**config.mk**
```make
export PLATFORM = sky130hd
export DESIGN_NAME = lpfsc_top
export DESIGN_NICKNAME = d
export VERILOG_FILES = /design/src/lpfsc_pkg.sv /design/src/lpfsc_out_seq.sv /design/src/lpfsc_pin_cond.sv /design/src/lpfsc_top.sv
export SDC_FILE = /design/constraint.sdc
export NUM_CORES = 1
export LEC_CHECK = 0
export BUFFER_PORTS_ARGS = -buffer_cell sky130_fd_sc_hd__buf_2
export CAP_MARGIN = 25
export CORE_AREA = 2 2 143 145
export CTS_CLUSTER_SIZE = 16
export DETAILED_ROUTE_END_ITERATION = 12
export DIE_AREA = 0 0 145 147
export MAX_ROUTING_LAYER = met4
export PLACE_DENSITY = 0.82
export SLEW_MARGIN = 20
export SYNTH_ARGS = -nofsm -noshare
export SYNTH_HDL_FRONTEND = slang
export SYNTH_HIERARCHICAL = 1
export SYNTH_SLANG_ARGS = --single-unit
export TNS_END_PERCENT = 1
```
**constraint.sdc**
```tcl
create_clock -name ref_clk_in -period 3.9 [get_ports ref_clk_in]
set_input_delay 0.39 -clock ref_clk_in [delete_from_list [all_inputs] [get_ports ref_clk_in]]
set_output_delay 0.39 -clock ref_clk_in [all_outputs]
set_load 0.02 [all_outputs]
```
**src/lpfsc_pkg.sv**
```systemverilog
`default_nettype none
package lpfsc_pkg;
	localparam int NUM_OUT = 5;
	localparam int NUM_PIN = 7;
	localparam int PIN_W = 3;
	localparam int CNT_W = 8;
	localparam int BUCK2_IDX = 1;
	localparam int CLK_PERIOD_NS = 50;
	localparam int NS_PER_US = 1000;
	localparam int US_PER_MS = 1000;
	// ************************************************
	// time base: one enable pulse every half millisecond
	// ************************************************
	localparam int TICK_US = 500;
	localparam int TICK_CYCLES_DEF = TICK_US * NS_PER_US / CLK_PERIOD_NS;
	localparam int DLY_0_US = 0;
	localparam int DLY_1_US = 1000;
	localparam int DLY_2P5_US = 2500;
	localparam int DLY_5_US = 5000;
	localparam int DG_1_US = 1000;
	localparam int DG_5_US = 5000;
	localparam int DG_10_US = 10000;
	localparam int FAULT_MS = 100;
	localparam logic [CNT_W-1:0] DLY0_TK = CNT_W'(DLY_0_US / TICK_US);
	localparam logic [CNT_W-1:0] DLY1_TK = CNT_W'(DLY_1_US / TICK_US);
	localparam logic [CNT_W-1:0] DLY2P5_TK = CNT_W'(DLY_2P5_US / TICK_US);
	localparam logic [CNT_W-1:0] DLY5_TK = CNT_W'(DLY_5_US / TICK_US);
	localparam logic [CNT_W-1:0] DG1_TK = CNT_W'(DG_1_US / TICK_US);
	localparam logic [CNT_W-1:0] DG5_TK = CNT_W'(DG_5_US / TICK_US);
	localparam logic [CNT_W-1:0] DG10_TK = CNT_W'(DG_10_US / TICK_US);
	localparam logic [CNT_W-1:0] FAULT_TK =
		CNT_W'(FAULT_MS * US_PER_MS / TICK_US);
	localparam logic [CNT_W-1:0] CNT_ONE = 8'h01;
	localparam logic [1:0] PRIME_DONE = 2'h3;
	localparam logic [1:0] SEL_0 = 2'h0;
	localparam logic [1:0] SEL_1 = 2'h1;
	localparam logic [1:0] SEL_2 = 2'h2;
	localparam logic [1:0] B2_PRIMARY = 2'h0;
	localparam logic [1:0] B2_SECONDARY = 2'h1;
	localparam logic [1:0] B2_OFF = 2'h2;
	typedef enum logic [2:0] {
		ST_RESET, ST_START, ST_ACTIVE, ST_SLEEP, ST_DEEP_SLEEP_REQUEST_BIT, ST_THERMAL,
		ST_VFAULT
	} lpfsc_state_e;
	typedef struct packed {
		logic sleep_on;
		logic deep_sleep_request_bit_on;
		logic [1:0] on_dly_sel;
		logic [1:0] off_dly_sel;
		logic pin_ctl_en;
		logic [PIN_W-1:0] pin_sel;
	} lpfsc_out_cfg_s;
	typedef struct packed {
		logic uvlo;
		logic vin_ok;
		logic therm;
		logic [NUM_OUT-1:0] ov;
		logic [NUM_OUT-1:0] uv;
		logic [NUM_OUT-1:0] pgood;
		logic [NUM_OUT-1:0] ss_done;
	} lpfsc_ana_s;
	function automatic logic [CNT_W-1:0] lpfsc_dly_ticks(
		input logic [1:0] sel);
		case (sel)
			SEL_0: lpfsc_dly_ticks = DLY0_TK;
			SEL_1: lpfsc_dly_ticks = DLY1_TK;
			SEL_2: lpfsc_dly_ticks = DLY2P5_TK;
			default: lpfsc_dly_ticks = DLY5_TK;
		endcase
	endfunction
	function automatic logic [CNT_W-1:0] lpfsc_dg_ticks(
		input logic [1:0] sel);
		case (sel)
			SEL_0: lpfsc_dg_ticks = DG1_TK;
			SEL_1: lpfsc_dg_ticks = DG5_TK;
			default: lpfsc_dg_ticks = DG10_TK;
		endcase
	endfunction
endpackage
`default_nettype wire

```
**src/lpfsc_out_seq.sv**
```systemverilog
`default_nettype none
module lpfsc_out_seq import lpfsc_pkg::*; (
	input wire logic ref_clk_in,
	input wire logic rst_in,
	input wire logic tick_in,
	input wire logic force_off_in,
	input wire logic [NUM_OUT-1:0] target_in,
	input wire logic [NUM_OUT-1:0][1:0] on_sel_in,
	input wire logic [NUM_OUT-1:0][1:0] off_sel_in,
	output logic [NUM_OUT-1:0] en_out
);
	typedef struct packed {
		logic [NUM_OUT-1:0] on;
		logic [NUM_OUT-1:0][CNT_W-1:0] cnt;
	} lpfsc_seq_s;
	lpfsc_seq_s q, d;
	logic [NUM_OUT-1:0] on_n;
	logic [NUM_OUT-1:0][CNT_W-1:0] cnt_n;
	genvar g;
	for (g = 0; g < NUM_OUT; g++) begin : g_out
		logic [CNT_W-1:0] lim;
		logic go, diff;
		assign lim = target_in[g] ? lpfsc_dly_ticks(on_sel_in[g]) :
			lpfsc_dly_ticks(off_sel_in[g]);
		assign diff = target_in[g] != q.on[g];
		assign go = q.cnt[g] >= lim;
		// switch once delay spent
		assign on_n[g] = force_off_in ? 1'b0 :
			((diff && go) ? target_in[g] : q.on[g]);
		assign cnt_n[g] = (force_off_in || !diff || go) ? '0 :
			(tick_in ? q.cnt[g] + CNT_ONE : q.cnt[g]);
	end
	always_comb begin
		d = q;
		d.on = on_n;
		d.cnt = cnt_n;
	end
	always_ff @(posedge ref_clk_in) begin
		if (rst_in) begin
			q <= '0;
		end else begin
			q <= d;
		end
	end
	assign en_out = q.on;
endmodule // lpfsc_out_seq
`default_nettype wire

```
**src/lpfsc_pin_cond.sv**
```systemverilog
`default_nettype none
module lpfsc_pin_cond import lpfsc_pkg::*; (
	input wire logic ref_clk_in,
	input wire logic rst_in,
	input wire logic tick_in,
	input wire logic [NUM_PIN-1:0] pin_in,
	input wire logic [NUM_PIN-1:0] polarity_in,
	input wire logic [1:0] deglitch_sel_in,
	output logic [NUM_PIN-1:0] level_out,
	output logic ready_out
);
	typedef struct packed {
		logic [NUM_PIN-1:0] s1;
		logic [NUM_PIN-1:0] s2;
		logic [NUM_PIN-1:0] filt;
		logic [NUM_PIN-1:0][CNT_W-1:0] cnt;
		logic [1:0] prime;
	} lpfsc_pc_s;
	lpfsc_pc_s q, d;
	logic [NUM_PIN-1:0] lvl, filt_n;
	logic [NUM_PIN-1:0][CNT_W-1:0] cnt_n;
	logic [CNT_W-1:0] dg_tk;
	assign dg_tk = lpfsc_dg_ticks(deglitch_sel_in);
	// ************************************************
	// per pin polarity and deglitch
	// ************************************************
	genvar g;
	for (g = 0; g < NUM_PIN; g++) begin : g_pin
		logic same, hit;
		// polarity then filter
		assign lvl[g] = q.s2[g] ^ polarity_in[g];
		assign same = lvl[g] == q.filt[g];
		assign hit = tick_in && ((q.cnt[g] + CNT_ONE) >= dg_tk);
		assign filt_n[g] = (!same && hit) ? lvl[g] : q.filt[g];
		assign cnt_n[g] = (same || hit) ? '0 :
			(tick_in ? q.cnt[g] + CNT_ONE : q.cnt[g]);
	end
	always_comb begin
		d = q;
		// two flops first
		d.s1 = pin_in;
		d.s2 = q.s1;
		d.filt = filt_n;
		d.cnt = cnt_n;
		// preload so a held pin is seen at start-up without a glitch wait
		if (q.prime != PRIME_DONE) begin
			d.filt = lvl;
			d.cnt = '0;
			d.prime = q.prime + 2'h1;
		end
	end
	always_ff @(posedge ref_clk_in) begin
		if (rst_in) begin
			q <= '0;
		end else begin
			q <= d;
		end
	end
	assign level_out = q.filt;
	assign ready_out = q.prime == PRIME_DONE;
endmodule // lpfsc_pin_cond
`default_nettype wire

```
**src/lpfsc_top.sv**
```systemverilog
// Contract
// each output may be set on or off for light-sleep.
// buck2 in light-sleep: primary, secondary or off; others never swap.
// outputs switch entering/leaving light-sleep only after their delay.
// combine 0: light-sleep needs host bit and all configured sleep pins.
// combine 0: leave light-sleep at once when bit or any pin drops.
// combine 1: enter on bit or any pin; leave when all drop.
// separate deep-sleep on/off per output; second buck three-way.
// outputs switch entering/leaving deep-sleep only after their delay.
// enabled deep-sleep entered on enable pin fall, left on rise.
// level mode: enable pin low at start-up goes straight to deep-sleep.
// edge mode: low at start ignored; needs high then low.
// combine 0: deep-sleep needs host bit and all configured pins.
// combine 0: leave deep-sleep at once when bit or any pin drops.
// combine 1: enter on bit or any pin; leave when all drop.
// pins may switch outputs with 0/1/2.5/5 ms edge delays.
// per-pin polarity and 1/5/10 ms deglitch.
// over-temperature: thermal state, all outputs off, reset asserted.
// thermal mask blocks thermal state; warning status still reports.
// post soft-start over/under-voltage: fault state, outputs off, reset.
// fault state lasts 100 ms then active, repeating while fault stays.
// fault state only with output mask clear and shutdown-disable 0.
// serial-bus reset pulse entering reset, thermal or fault states.
// fault masks are 1 during start-up, cleared after power-up; only ST_START or a mask write clears them, so reset to deep-sleep leaves them at 1.
// undervoltage lockout from any state returns to reset with defaults.
// pins pass two flip-flops before filtering and edge use.
`default_nettype none
module lpfsc_top import lpfsc_pkg::*; #(
	parameter int TICK_CYCLES = TICK_CYCLES_DEF
) (
	input wire logic ref_clk_in,
	input wire logic rst_in,
	input wire lpfsc_ana_s ana_in,
	input wire logic [NUM_PIN-1:0] gpio_in,
	input wire logic [NUM_PIN-1:0] gpio_polarity_in,
	input wire logic [1:0] deglitch_sel_in,
	input wire logic sleep_request_bit_in,
	input wire logic sleep_combine_sel_in,
	input wire logic deep_sleep_request_bit_in,
	input wire logic deep_sleep_combine_sel_in,
	input wire logic [NUM_PIN-1:0] sleep_pin_sel_in,
	input wire logic [NUM_PIN-1:0] deep_sleep_pin_sel_in,
	input wire logic [NUM_PIN-1:0] power_enable_pin_sel_in,
	input wire logic power_enable_edge_mode_in,
	input wire lpfsc_out_cfg_s [NUM_OUT-1:0] out_cfg_in,
	input wire logic [1:0] buck2_sleep_mode_in,
	input wire logic [1:0] buck2_deep_mode_in,
	input wire logic [1:0] pin_rise_dly_sel_in,
	input wire logic [1:0] pin_fall_dly_sel_in,
	input wire logic thermal_state_mask_in,
	input wire logic voltage_fault_shutdown_disable_in,
	input wire logic mask_wr_in,
	input wire logic [NUM_OUT-1:0] overvoltage_mask_wdata_in,
	input wire logic [NUM_OUT-1:0] undervoltage_mask_wdata_in,
	output lpfsc_state_e state_out,
	output logic [NUM_OUT-1:0] out_en_out,
	output logic buck2_secondary_out,
	output logic reset_n_out,
	output logic thermal_warning_status_out,
	output logic [NUM_OUT-1:0] overvoltage_mask_out,
	output logic [NUM_OUT-1:0] undervoltage_mask_out,
	output logic serial_bus_reset_out
);
	// ************************************************
	// state
	// ************************************************
	typedef struct packed {
		lpfsc_state_e st;
		lpfsc_ana_s s1;
		lpfsc_ana_s s2;
		logic [15:0] pre;
		logic [CNT_W-1:0] flt_cnt;
		logic [NUM_OUT-1:0] ov_mask;
		logic [NUM_OUT-1:0] uv_mask;
		logic armed;
		logic bus_rst;
		logic b2_sec;
		logic therm_warn;
	} lpfsc_top_s;
	lpfsc_top_s q, d;
	lpfsc_ana_s a;
	logic tick;
	logic pins_ready;
	logic [NUM_PIN-1:0] pin_lvl;
	logic sleep_req, dp_req;
	logic pw_cfg, pw_lvl, pw_asrt;
	logic dp_and, dp_or;
	logic therm_ev, vfault_ev, ok;
	logic force_off;
	logic [NUM_OUT-1:0] tgt;
	logic [NUM_OUT-1:0][1:0] on_sel, off_sel;
	assign a = q.s2;
	// ************************************************
	// half millisecond enable
	// ************************************************
	assign tick = q.pre == 16'(TICK_CYCLES - 1);
	// ************************************************
	// pin conditioning
	// ************************************************
	lpfsc_pin_cond u_pins (
		.ref_clk_in(ref_clk_in),
		.rst_in(rst_in),
		.tick_in(tick),
		.pin_in(gpio_in),
		.polarity_in(gpio_polarity_in),
		.deglitch_sel_in(deglitch_sel_in),
		.level_out(pin_lvl),
		.ready_out(pins_ready)
	);
	// ************************************************
	// sleep and deep-sleep requests
	// ************************************************
	always_comb begin
		// and of bit with pins
		// or of bit with pins
		if (sleep_combine_sel_in) begin
			sleep_req = sleep_request_bit_in ||
				(|(pin_lvl & sleep_pin_sel_in));
		end else begin
			sleep_req = sleep_request_bit_in &&
				(&(pin_lvl | ~sleep_pin_sel_in));
		end
	end
	assign pw_cfg = |power_enable_pin_sel_in;
	assign pw_lvl = |(pin_lvl & power_enable_pin_sel_in);
	// level mode always armed
	// edge mode needs high first
	assign pw_asrt = pw_cfg && !pw_lvl &&
		(q.armed || !power_enable_edge_mode_in);
	// enable pin low requests
	assign dp_and = (&(pin_lvl | ~deep_sleep_pin_sel_in)) &&
		(!pw_cfg || pw_asrt);
	assign dp_or = (|(pin_lvl & deep_sleep_pin_sel_in)) || pw_asrt;
	// and combine
	// or combine
	assign dp_req = deep_sleep_combine_sel_in ?
		(deep_sleep_request_bit_in || dp_or) :
		(deep_sleep_request_bit_in && dp_and);
	// ************************************************
	// fault qualification
	// ************************************************
	// mask blocks entry only
	assign therm_ev = a.therm && !thermal_state_mask_in;
	// masks and disable gate
	assign vfault_ev = !voltage_fault_shutdown_disable_in &&
		(|(((a.ov & ~q.ov_mask) | (a.uv & ~q.uv_mask)) & a.ss_done));
	assign ok = !a.uvlo && !therm_ev && !vfault_ev;
	// ************************************************
	// state machine
	// ************************************************
	always_comb begin
		d = q;
		d.s1 = ana_in;
		d.s2 = q.s1;
		d.pre = tick ? '0 : q.pre + 16'h0001;
		d.bus_rst = 1'b0;
		d.therm_warn = a.therm;
		// remember a high level
		if (pw_lvl && pins_ready) begin
			d.armed = 1'b1;
		end
		if (mask_wr_in) begin
			d.ov_mask = overvoltage_mask_wdata_in;
			d.uv_mask = undervoltage_mask_wdata_in;
		end
		case (q.st)
			ST_RESET: begin
				// deep-sleep straight from reset
				if (a.vin_ok && pins_ready) begin
					d.st = dp_req ? ST_DEEP_SLEEP_REQUEST_BIT : ST_START;
				end
			end
			ST_START: begin
				// clear masks once powered
				if (&a.pgood) begin
					d.ov_mask = '0;
					d.uv_mask = '0;
					if (dp_req) begin
						d.st = ST_DEEP_SLEEP_REQUEST_BIT;
					end else if (sleep_req) begin
						d.st = ST_SLEEP;
					end else begin
						d.st = ST_ACTIVE;
					end
				end
			end
			ST_ACTIVE: begin
				if (dp_req) begin
					d.st = ST_DEEP_SLEEP_REQUEST_BIT;
				end else if (sleep_req) begin
					d.st = ST_SLEEP;
				end
			end
			ST_SLEEP: begin
				// leave at once
				if (dp_req) begin
					d.st = ST_DEEP_SLEEP_REQUEST_BIT;
				end else if (!sleep_req) begin
					d.st = ST_ACTIVE;
				end
			end
			ST_DEEP_SLEEP_REQUEST_BIT: begin
				// leave at once
				if (!dp_req) begin
					d.st = sleep_req ? ST_SLEEP : ST_ACTIVE;
				end
			end
			ST_THERMAL: begin
				if (!a.therm) begin
					d.st = ST_START;
				end
			end
			ST_VFAULT: begin
				// hold then retry
				if (tick) begin
					d.flt_cnt = q.flt_cnt + CNT_ONE;
					if (q.flt_cnt == FAULT_TK - CNT_ONE) begin
						d.st = ST_ACTIVE;
					end
				end
			end
			default: begin
				d.st = ST_RESET;
			end
		endcase
		// thermal wins over faults
		if (therm_ev && q.st != ST_RESET && q.st != ST_THERMAL) begin
			d.st = ST_THERMAL;
		end else if (vfault_ev && (q.st == ST_ACTIVE ||
			q.st == ST_SLEEP || q.st == ST_DEEP_SLEEP_REQUEST_BIT)) begin
			// regulation loss shuts down
			d.st = ST_VFAULT;
		end
		// lockout overrides all
		if (a.uvlo) begin
			d.st = ST_RESET;
			d.ov_mask = '1;
			d.uv_mask = '1;
			d.armed = 1'b0;
		end
		if (d.st != q.st) begin
			d.flt_cnt = '0;
		end
		// bus reset on entry
		if (d.st != q.st && (d.st == ST_RESET ||
			d.st == ST_THERMAL || d.st == ST_VFAULT)) begin
			d.bus_rst = 1'b1;
		end
		// only buck2 swaps setting
		d.b2_sec = (d.st == ST_SLEEP &&
			buck2_sleep_mode_in == B2_SECONDARY) ||
			(d.st == ST_DEEP_SLEEP_REQUEST_BIT && buck2_deep_mode_in == B2_SECONDARY);
	end
	always_ff @(posedge ref_clk_in) begin
		if (rst_in) begin
			q <= '0;
			q.st <= ST_RESET;
			q.ov_mask <= '1;
			q.uv_mask <= '1;
		end else begin
			q <= d;
		end
	end
	// ************************************************
	// output targets
	// ************************************************
	assign force_off = q.st == ST_RESET || q.st == ST_THERMAL ||
		q.st == ST_VFAULT;
	genvar g;
	for (g = 0; g < NUM_OUT; g++) begin : g_tgt
		logic base, pin_on;
		always_comb begin
			case (q.st)
				// sleep on/off per output
				ST_SLEEP: base = (g == BUCK2_IDX) ?
					buck2_sleep_mode_in != B2_OFF : out_cfg_in[g].sleep_on;
				// deep-sleep set apart
				ST_DEEP_SLEEP_REQUEST_BIT: base = (g == BUCK2_IDX) ?
					buck2_deep_mode_in != B2_OFF : out_cfg_in[g].deep_sleep_request_bit_on;
				ST_START, ST_ACTIVE: base = 1'b1;
				default: base = 1'b0;
			endcase
		end
		// pin gating with edge delays
		assign pin_on = !out_cfg_in[g].pin_ctl_en ||
			pin_lvl[out_cfg_in[g].pin_sel];
		assign tgt[g] = base && pin_on;
		// delays on every transition except forced shutdown, which drops outputs at once
		assign on_sel[g] = out_cfg_in[g].pin_ctl_en ?
			pin_rise_dly_sel_in : out_cfg_in[g].on_dly_sel;
		assign off_sel[g] = out_cfg_in[g].pin_ctl_en ?
			pin_fall_dly_sel_in : out_cfg_in[g].off_dly_sel;
	end
	lpfsc_out_seq u_seq (
		.ref_clk_in(ref_clk_in),
		.rst_in(rst_in),
		.tick_in(tick),
		.force_off_in(force_off),
		.target_in(tgt),
		.on_sel_in(on_sel),
		.off_sel_in(off_sel),
		.en_out(out_en_out)
	);
	// ************************************************
	// outputs
	// ************************************************
	assign state_out = q.st;
	// reset low while shut down
	assign reset_n_out = !force_off;
	assign buck2_secondary_out = q.b2_sec;
	assign thermal_warning_status_out = q.therm_warn;
	assign overvoltage_mask_out = q.ov_mask;
	assign undervoltage_mask_out = q.uv_mask;
	assign serial_bus_reset_out = q.bus_rst;
endmodule // lpfsc_top
`default_nettype wire
```
Word level (Yosys, flattened, before mapping)
Cells that the tools add are included.

storage, ports and cells
  register bits after elaboration = 211
  input bits = 138
  output and inout port bits = 22
  word-level logic and storage cells = 384

operators by class
  $add $sub $neg = 15
  order comparisons = 17
  eq/ne operators = 53
  mux-type cells = 86
  bitwise logic cells = 20
  reduce and logical (&&, ||, !) cells = 143

operators with widths
  cell                   count
  $pmux 4 s3             10
  $mux 8                 14
  $add 8x1->8 const B    13
  $mux 65                1
  $ge 8x5->1             7
  $mux 3                 15
  $ge 8x8->1             5
  $logic_and 1x1->1      39
  $logic_or 1x1->1       34
  $mux 10                3
  $reduce_or 7->1        4
  $eq 2x1->1 const B     13
  $logic_not 1->1        23
  $eq 2x2->1 const B     11
  $logic_not 2->1        11
  $and 7x7->7            3
  $pmux 3 s7             1
  $reduce_or 3->1        7
  $lt 3x4->1 const B     5
  $mux 2                 10
  $mux 4                 5
  $reduce_or 2->1        10
  $eq 3x3->1 const B     6
  $add 16x1->16 const B  1
  other kinds (27)       83

Logic depth before layout (Yosys ltp)
  depth after elaboration = 20
  depth in mapped cells = 15
  depth with buffers taken out = 13

Hierarchy
The synthesis kept the hierarchy.

modules (own cells, without submodules)
  module          instances  cells an instance  area an instance (um^2)  seq. area each (um^2)
  lpfsc_pin_cond  1          536                4,570.6                  1,581.5
  lpfsc_top       1          480                4,384.2                  1,741.7
  lpfsc_out_seq   1          249                2,341.0                  900.9

Worst setup path before layout
Ideal clock, no wire load.

  kind = register to register
  from = register u_pins.q (netlist bit u_pins/level_out[0])
  to = register u_seq.q (netlist bit u_seq/en_out[0])
  library setup time = 0.116 ns
  data arrival time = 2.801 ns
  data required time = 3.784 ns
  path slack = 0.983 ns
  cell stages (with the launch flop) = 15
  path buffers = 3
  period minus slack after synthesis = 2.917 ns
  path through = dfxtp_1 buf_4 buf_2 mux4_1 o21ai_0 a21oi_1 buf_2 nand2b_1 nor2_1 a31oi_1 ha_1 a211o_1 nor4_2 a21oi_1 a41o_1

on the way
  word-level cells in the longest chain between the ends = 7
  elaborated cells on any way between the ends = 8
  classes of those cells = order compare (1); eq/ne (1); mux (3); reduce/logical (3)

RTL lines
  element                         RTL line              source
  start, declared                 lpfsc_pin_cond.sv:19  lpfsc_pc_s q, d;
  start signal, assigned          lpfsc_pin_cond.sv:54  q <= '0;
  start signal, assigned          lpfsc_pin_cond.sv:56  q <= d;
  $bmux 1 s3 *                    lpfsc_top.sv:286      pin_lvl[out_cfg_in[g].pin_sel];
  $mux 1 (not written as such) *  lpfsc_top.sv:286
  $logic_or 1x1->1 *              lpfsc_top.sv:285      assign pin_on = !out_cfg_in[g].pin_ctl_en ||
  $logic_and 1x1->1 *             lpfsc_top.sv:287      assign tgt[g] = base && pin_on;
  named net tgt[0]                lpfsc_top.sv:90       logic [NUM_OUT-1:0] tgt;
  $mux 4                          lpfsc_out_seq.sv:23   assign lim = target_in[g] ? lpfsc_dly_ticks(on_sel_in[g]) :
  $ge 8x8->1                      lpfsc_out_seq.sv:26   assign go = q.cnt[g] >= lim;
  $logic_and 1x1->1               lpfsc_out_seq.sv:29   ((diff && go) ? target_in[g] : q.on[g]);
  end signal, assigned            lpfsc_out_seq.sv:40   q <= '0;
  end signal, assigned            lpfsc_out_seq.sv:42   q <= d;
  end, declared                   lpfsc_out_seq.sv:16   lpfsc_seq_s q, d;

The timed path passes the listed nets; every way through them passes the cells marked *. The select of a mux whose other input is x is not followed.
A chain may end at the register's enable or synchronous reset.

Final worst setup path
  from = register u_pins.q (netlist bit u_pins/level_out[6])
  to = register u_seq/q[4] in the netlist's numbering

on the way
  word-level cells in the longest chain between the ends = 9
  elaborated cells on any way between the ends = 11
  classes of those cells = order compare (1); eq/ne (1); mux (3); reduce/logical (6)

RTL lines
  element                                                             RTL line             source
  $bmux 1 s3 *                                                        lpfsc_top.sv:286
  $mux 1 (not written as such) *                                      lpfsc_top.sv:286
  $logic_or 1x1->1 *                                                  lpfsc_top.sv:285
  $logic_and 1x1->1 *                                                 lpfsc_top.sv:287
  named net tgt[0]                                                    lpfsc_top.sv:90
  parallel branches: the longest is 3 deep, another holds $ge 8x8->1  -
  $logic_or 1x1->1 *                                                  lpfsc_out_seq.sv:30  assign cnt_n[g] = (force_off_in || !diff || go) ? '0 :
  $reduce_or 2->1 (no line) *                                         -

Mark *: on every way through the listed nets, which the timed path passes. The select of a mux whose other input is x is not followed.

==> metrics.txt <==
crit-path cells mux2i_1, o221ai_1, o21ai_0, a21oi_1, nand2b_1, nor2_1, a31oi_1, ha_1, a211o_1, nor4_2, nand3_1, nor2_1; Reg clk slew, reported paths roughly 0.06 ns; Layout Utilization 0.651; number of H-tree levels 1; Post-synth EDFFs 0; # diodes 0; CP Launch Type flip-flop; Worst-Skew Late Latency 0.51 ns; nets@finish 1600; vias in the first global route 9303; critical path required time 4.33 ns; CTS Sinks 211; Place WS ~0.47 ns; Mapped Cells between 1000 and 1500; CTS Hold Buffers Added 0; Longest Clk Path Bufs 3; Post-synth top flop dfxtp_1; Min-Delay Path Class in -> reg; CP Class reg -> reg; DR pass1 iterations 5; Layout area overhead 14.3%; Warnings, synthesis 6; initial drt markers 507; most common cell after layout, fill and taps aside dfxtp_1; remaining routing DRC violations 0; Pwr Total 4.98 mW; total leakage power 5.17 nW; Slew Viols, Final 0; Final WS setup 0.377 ns; Pwr Density 386 nW/µm²; fillers 1601; post-CTS sizing 0; cells on worst reg2reg path 12; pin count of the biggest net entering global routing 87; final setup fails 0; share of the synthesized area in the top cell type 0.374; CP max-delay cell dfxtp_1; total wire length 26800 µm; cell family with most CP delay compound AO/OA/AOI/OAI gates; relative slew slack 0.376; Buffers on Ports 157; vias per cell 5.78; gr usage total 0.250; VDD IR max about 0.42 mV; DR vias just under 10000; antenna viol nets, final 0; Site Rows 52; Setup crit end kind flip-flop; antenna violations before repair 0; crit-path max FO 12; DPL Wire Length 19400 µm; Final period util 0.903; Post CTS Setup Buffer Count 0; Peak Freq roughly 0.28 GHz; fraction of layout cells with a size suffix above 1 0.182; total stage count of the critical path 12; Finished Layout Cells around 1700; Placer Congestion between 0.8 and 0.9; Crit path largest cell delay 0.79 ns; die area 21300 µm²; Mapped Area 11300 µm²; MaxCap Viol Count 0; Synth cell types approximately 80; Avg Inst Size Synth 8.93 µm²; CTS buffer count 23; I/O Pins 160; core area roughly 20000 µm²; dpl cells 1644; Die Y 147 µm; first-pass GRT wire length 43500 µm; CTS tree yes; Setup TNS Final 0 ns; largest cells by area after synthesis dfxtp_1 (37%), ha_1 (7.0%), nor2b_1 (4.3%), xor2_1 (4.2%), a21oi_1 (3.7%); crit path DAT 3.96 ns; Synth async-reset ratio 0; Clock Skews 0.0135 ns; unrepaired setup endpoints after global routing false; commonest cells after routing, fill and taps aside dfxtp_1 (211), buf_2 (156), nand2_1 (102), a21oi_1 (83), nor2_1 (81); Post-DP Area 12100 µm²; remaining global-route overflow 0; Chip Width 145 µm; Worst Path Buf+Inv 0; status finished clean; part of the Yosys area used for sequential elements 0.374; FF+latch count, synth 211; routed len/inst ~16 µm; Min-Delay Path Depth 2; crit path time final 3.52 ns; Initial Util 0.569; largest area contributor in the netlist dfxtp_1; CP most frequent cell nor2_1; root buffer cell clkbuf_16; final hold vios 0; final instance area between 10000 and 15000 µm²; Tightest Pin Transition between 0.9 and 1 ns; hold slack 0.0899 ns
-- sequential cells by signal, summed over array words and instances, names as in the netlist --
register,flops
u_pins/q,65
u_seq/q,40
q,25
a,23
d,23
u_pins/d,7
u_pins/level_out,7
overvoltage_mask_out,5
u_seq/en_out,5
undervoltage_mask_out,5
state_out,3
buck2_secondary_out,1
serial_bus_reset_out,1
thermal_warning_status_out,1
-- cell usage after synthesis (23+ instances only) --
cell type / n
xor2_1: 54
buf_4: 34
ha_1: 63
o21ai_0: 33
inv_1: 49
nand3_1: 51
nor2_1: 81
nor3_1: 23
nor2b_1: 78
clkbuf_1: 25
nand4_1: 46
a21oi_1: 83
nand2_1: 102
mux2i_1: 27
xnor2_1: 33
dfxtp_1: 211
-- path summary, 6_finish.rpt --
check	startpoint	endpoint	slack, ns
worst min register to register	u_pins/d[68]	u_pins/q[68]	0.43
worst max-delay path	u_pins/level_out[6]	u_seq/q[4]	0.38
worst max register to register	u_pins/level_out[6]	u_seq/q[4]	0.38
worst min-delay path	ana_in[9]	d[47]	0.09
-- report_power, final --
group / switching, mW / internal, mW
Sequential: 0.0597 / 2.22
Combinational: 0.260 / 0.215
Clock: 0.910 / 1.32
Total: 1.23 / 3.75
-- kinds of logic (layout without fill, tap and decap cells) --
kind of cell,count (synthesis),count (layout),synth area share
adder cells (fa/ha/maj),63,63,0.0698
XOR/XNOR,87,87,0.0675
flip-flops,211,211,0.374
buffers and inverters,122,259,0.0552
other,1,15,0.000332
multiplexers,52,52,0.0552
AO/OA/AOI/OAI,237,237,0.140
AND/OR/NAND/NOR,492,492,0.238
-- per-layer routing --
layer | GRT usage | up-vias | routed length [µm]
met2 | 0.445 | 259 | 13600
met1 | 0.295 | 4648 | 11300
li1 | - | 4781 | -
met3 | 0.0339 | 52 | 1240
met4 | 0.0762 | 0 | 697
met5 | - | - | 0
-- area by class of cell --
| class | instances | area [µm²] | share of cell area |
|---|---|---|---|
| repair buffers | 167 | 863 | 0.0669 |
| inverters | 50 | 188 | 0.0145 |
| clock inverters | 17 | 196 | 0.0152 |
| flip-flops and latches | 211 | 4220 | 0.327 |
| clock buffers | 25 | 593 | 0.0459 |
| well taps | 270 | 338 | 0.0262 |
| multi-input cells | 946 | 6510 | 0.504 |
-- worst reg2reg max path, stage by stage, from the launching register on --
cell and delay (ns):
dfxtp_1 0.79, mux2i_1 0.20, o221ai_1 0.21, o21ai_0 0.18, a21oi_1 0.45, nand2b_1 0.20, nor2_1 0.04, a31oi_1 0.16
ha_1 0.27, a211o_1 0.31, nor4_2 0.27, nand3_1 0.23, nor2_1 0.14
Note: power is estimated with default switching activity, not from simulation.
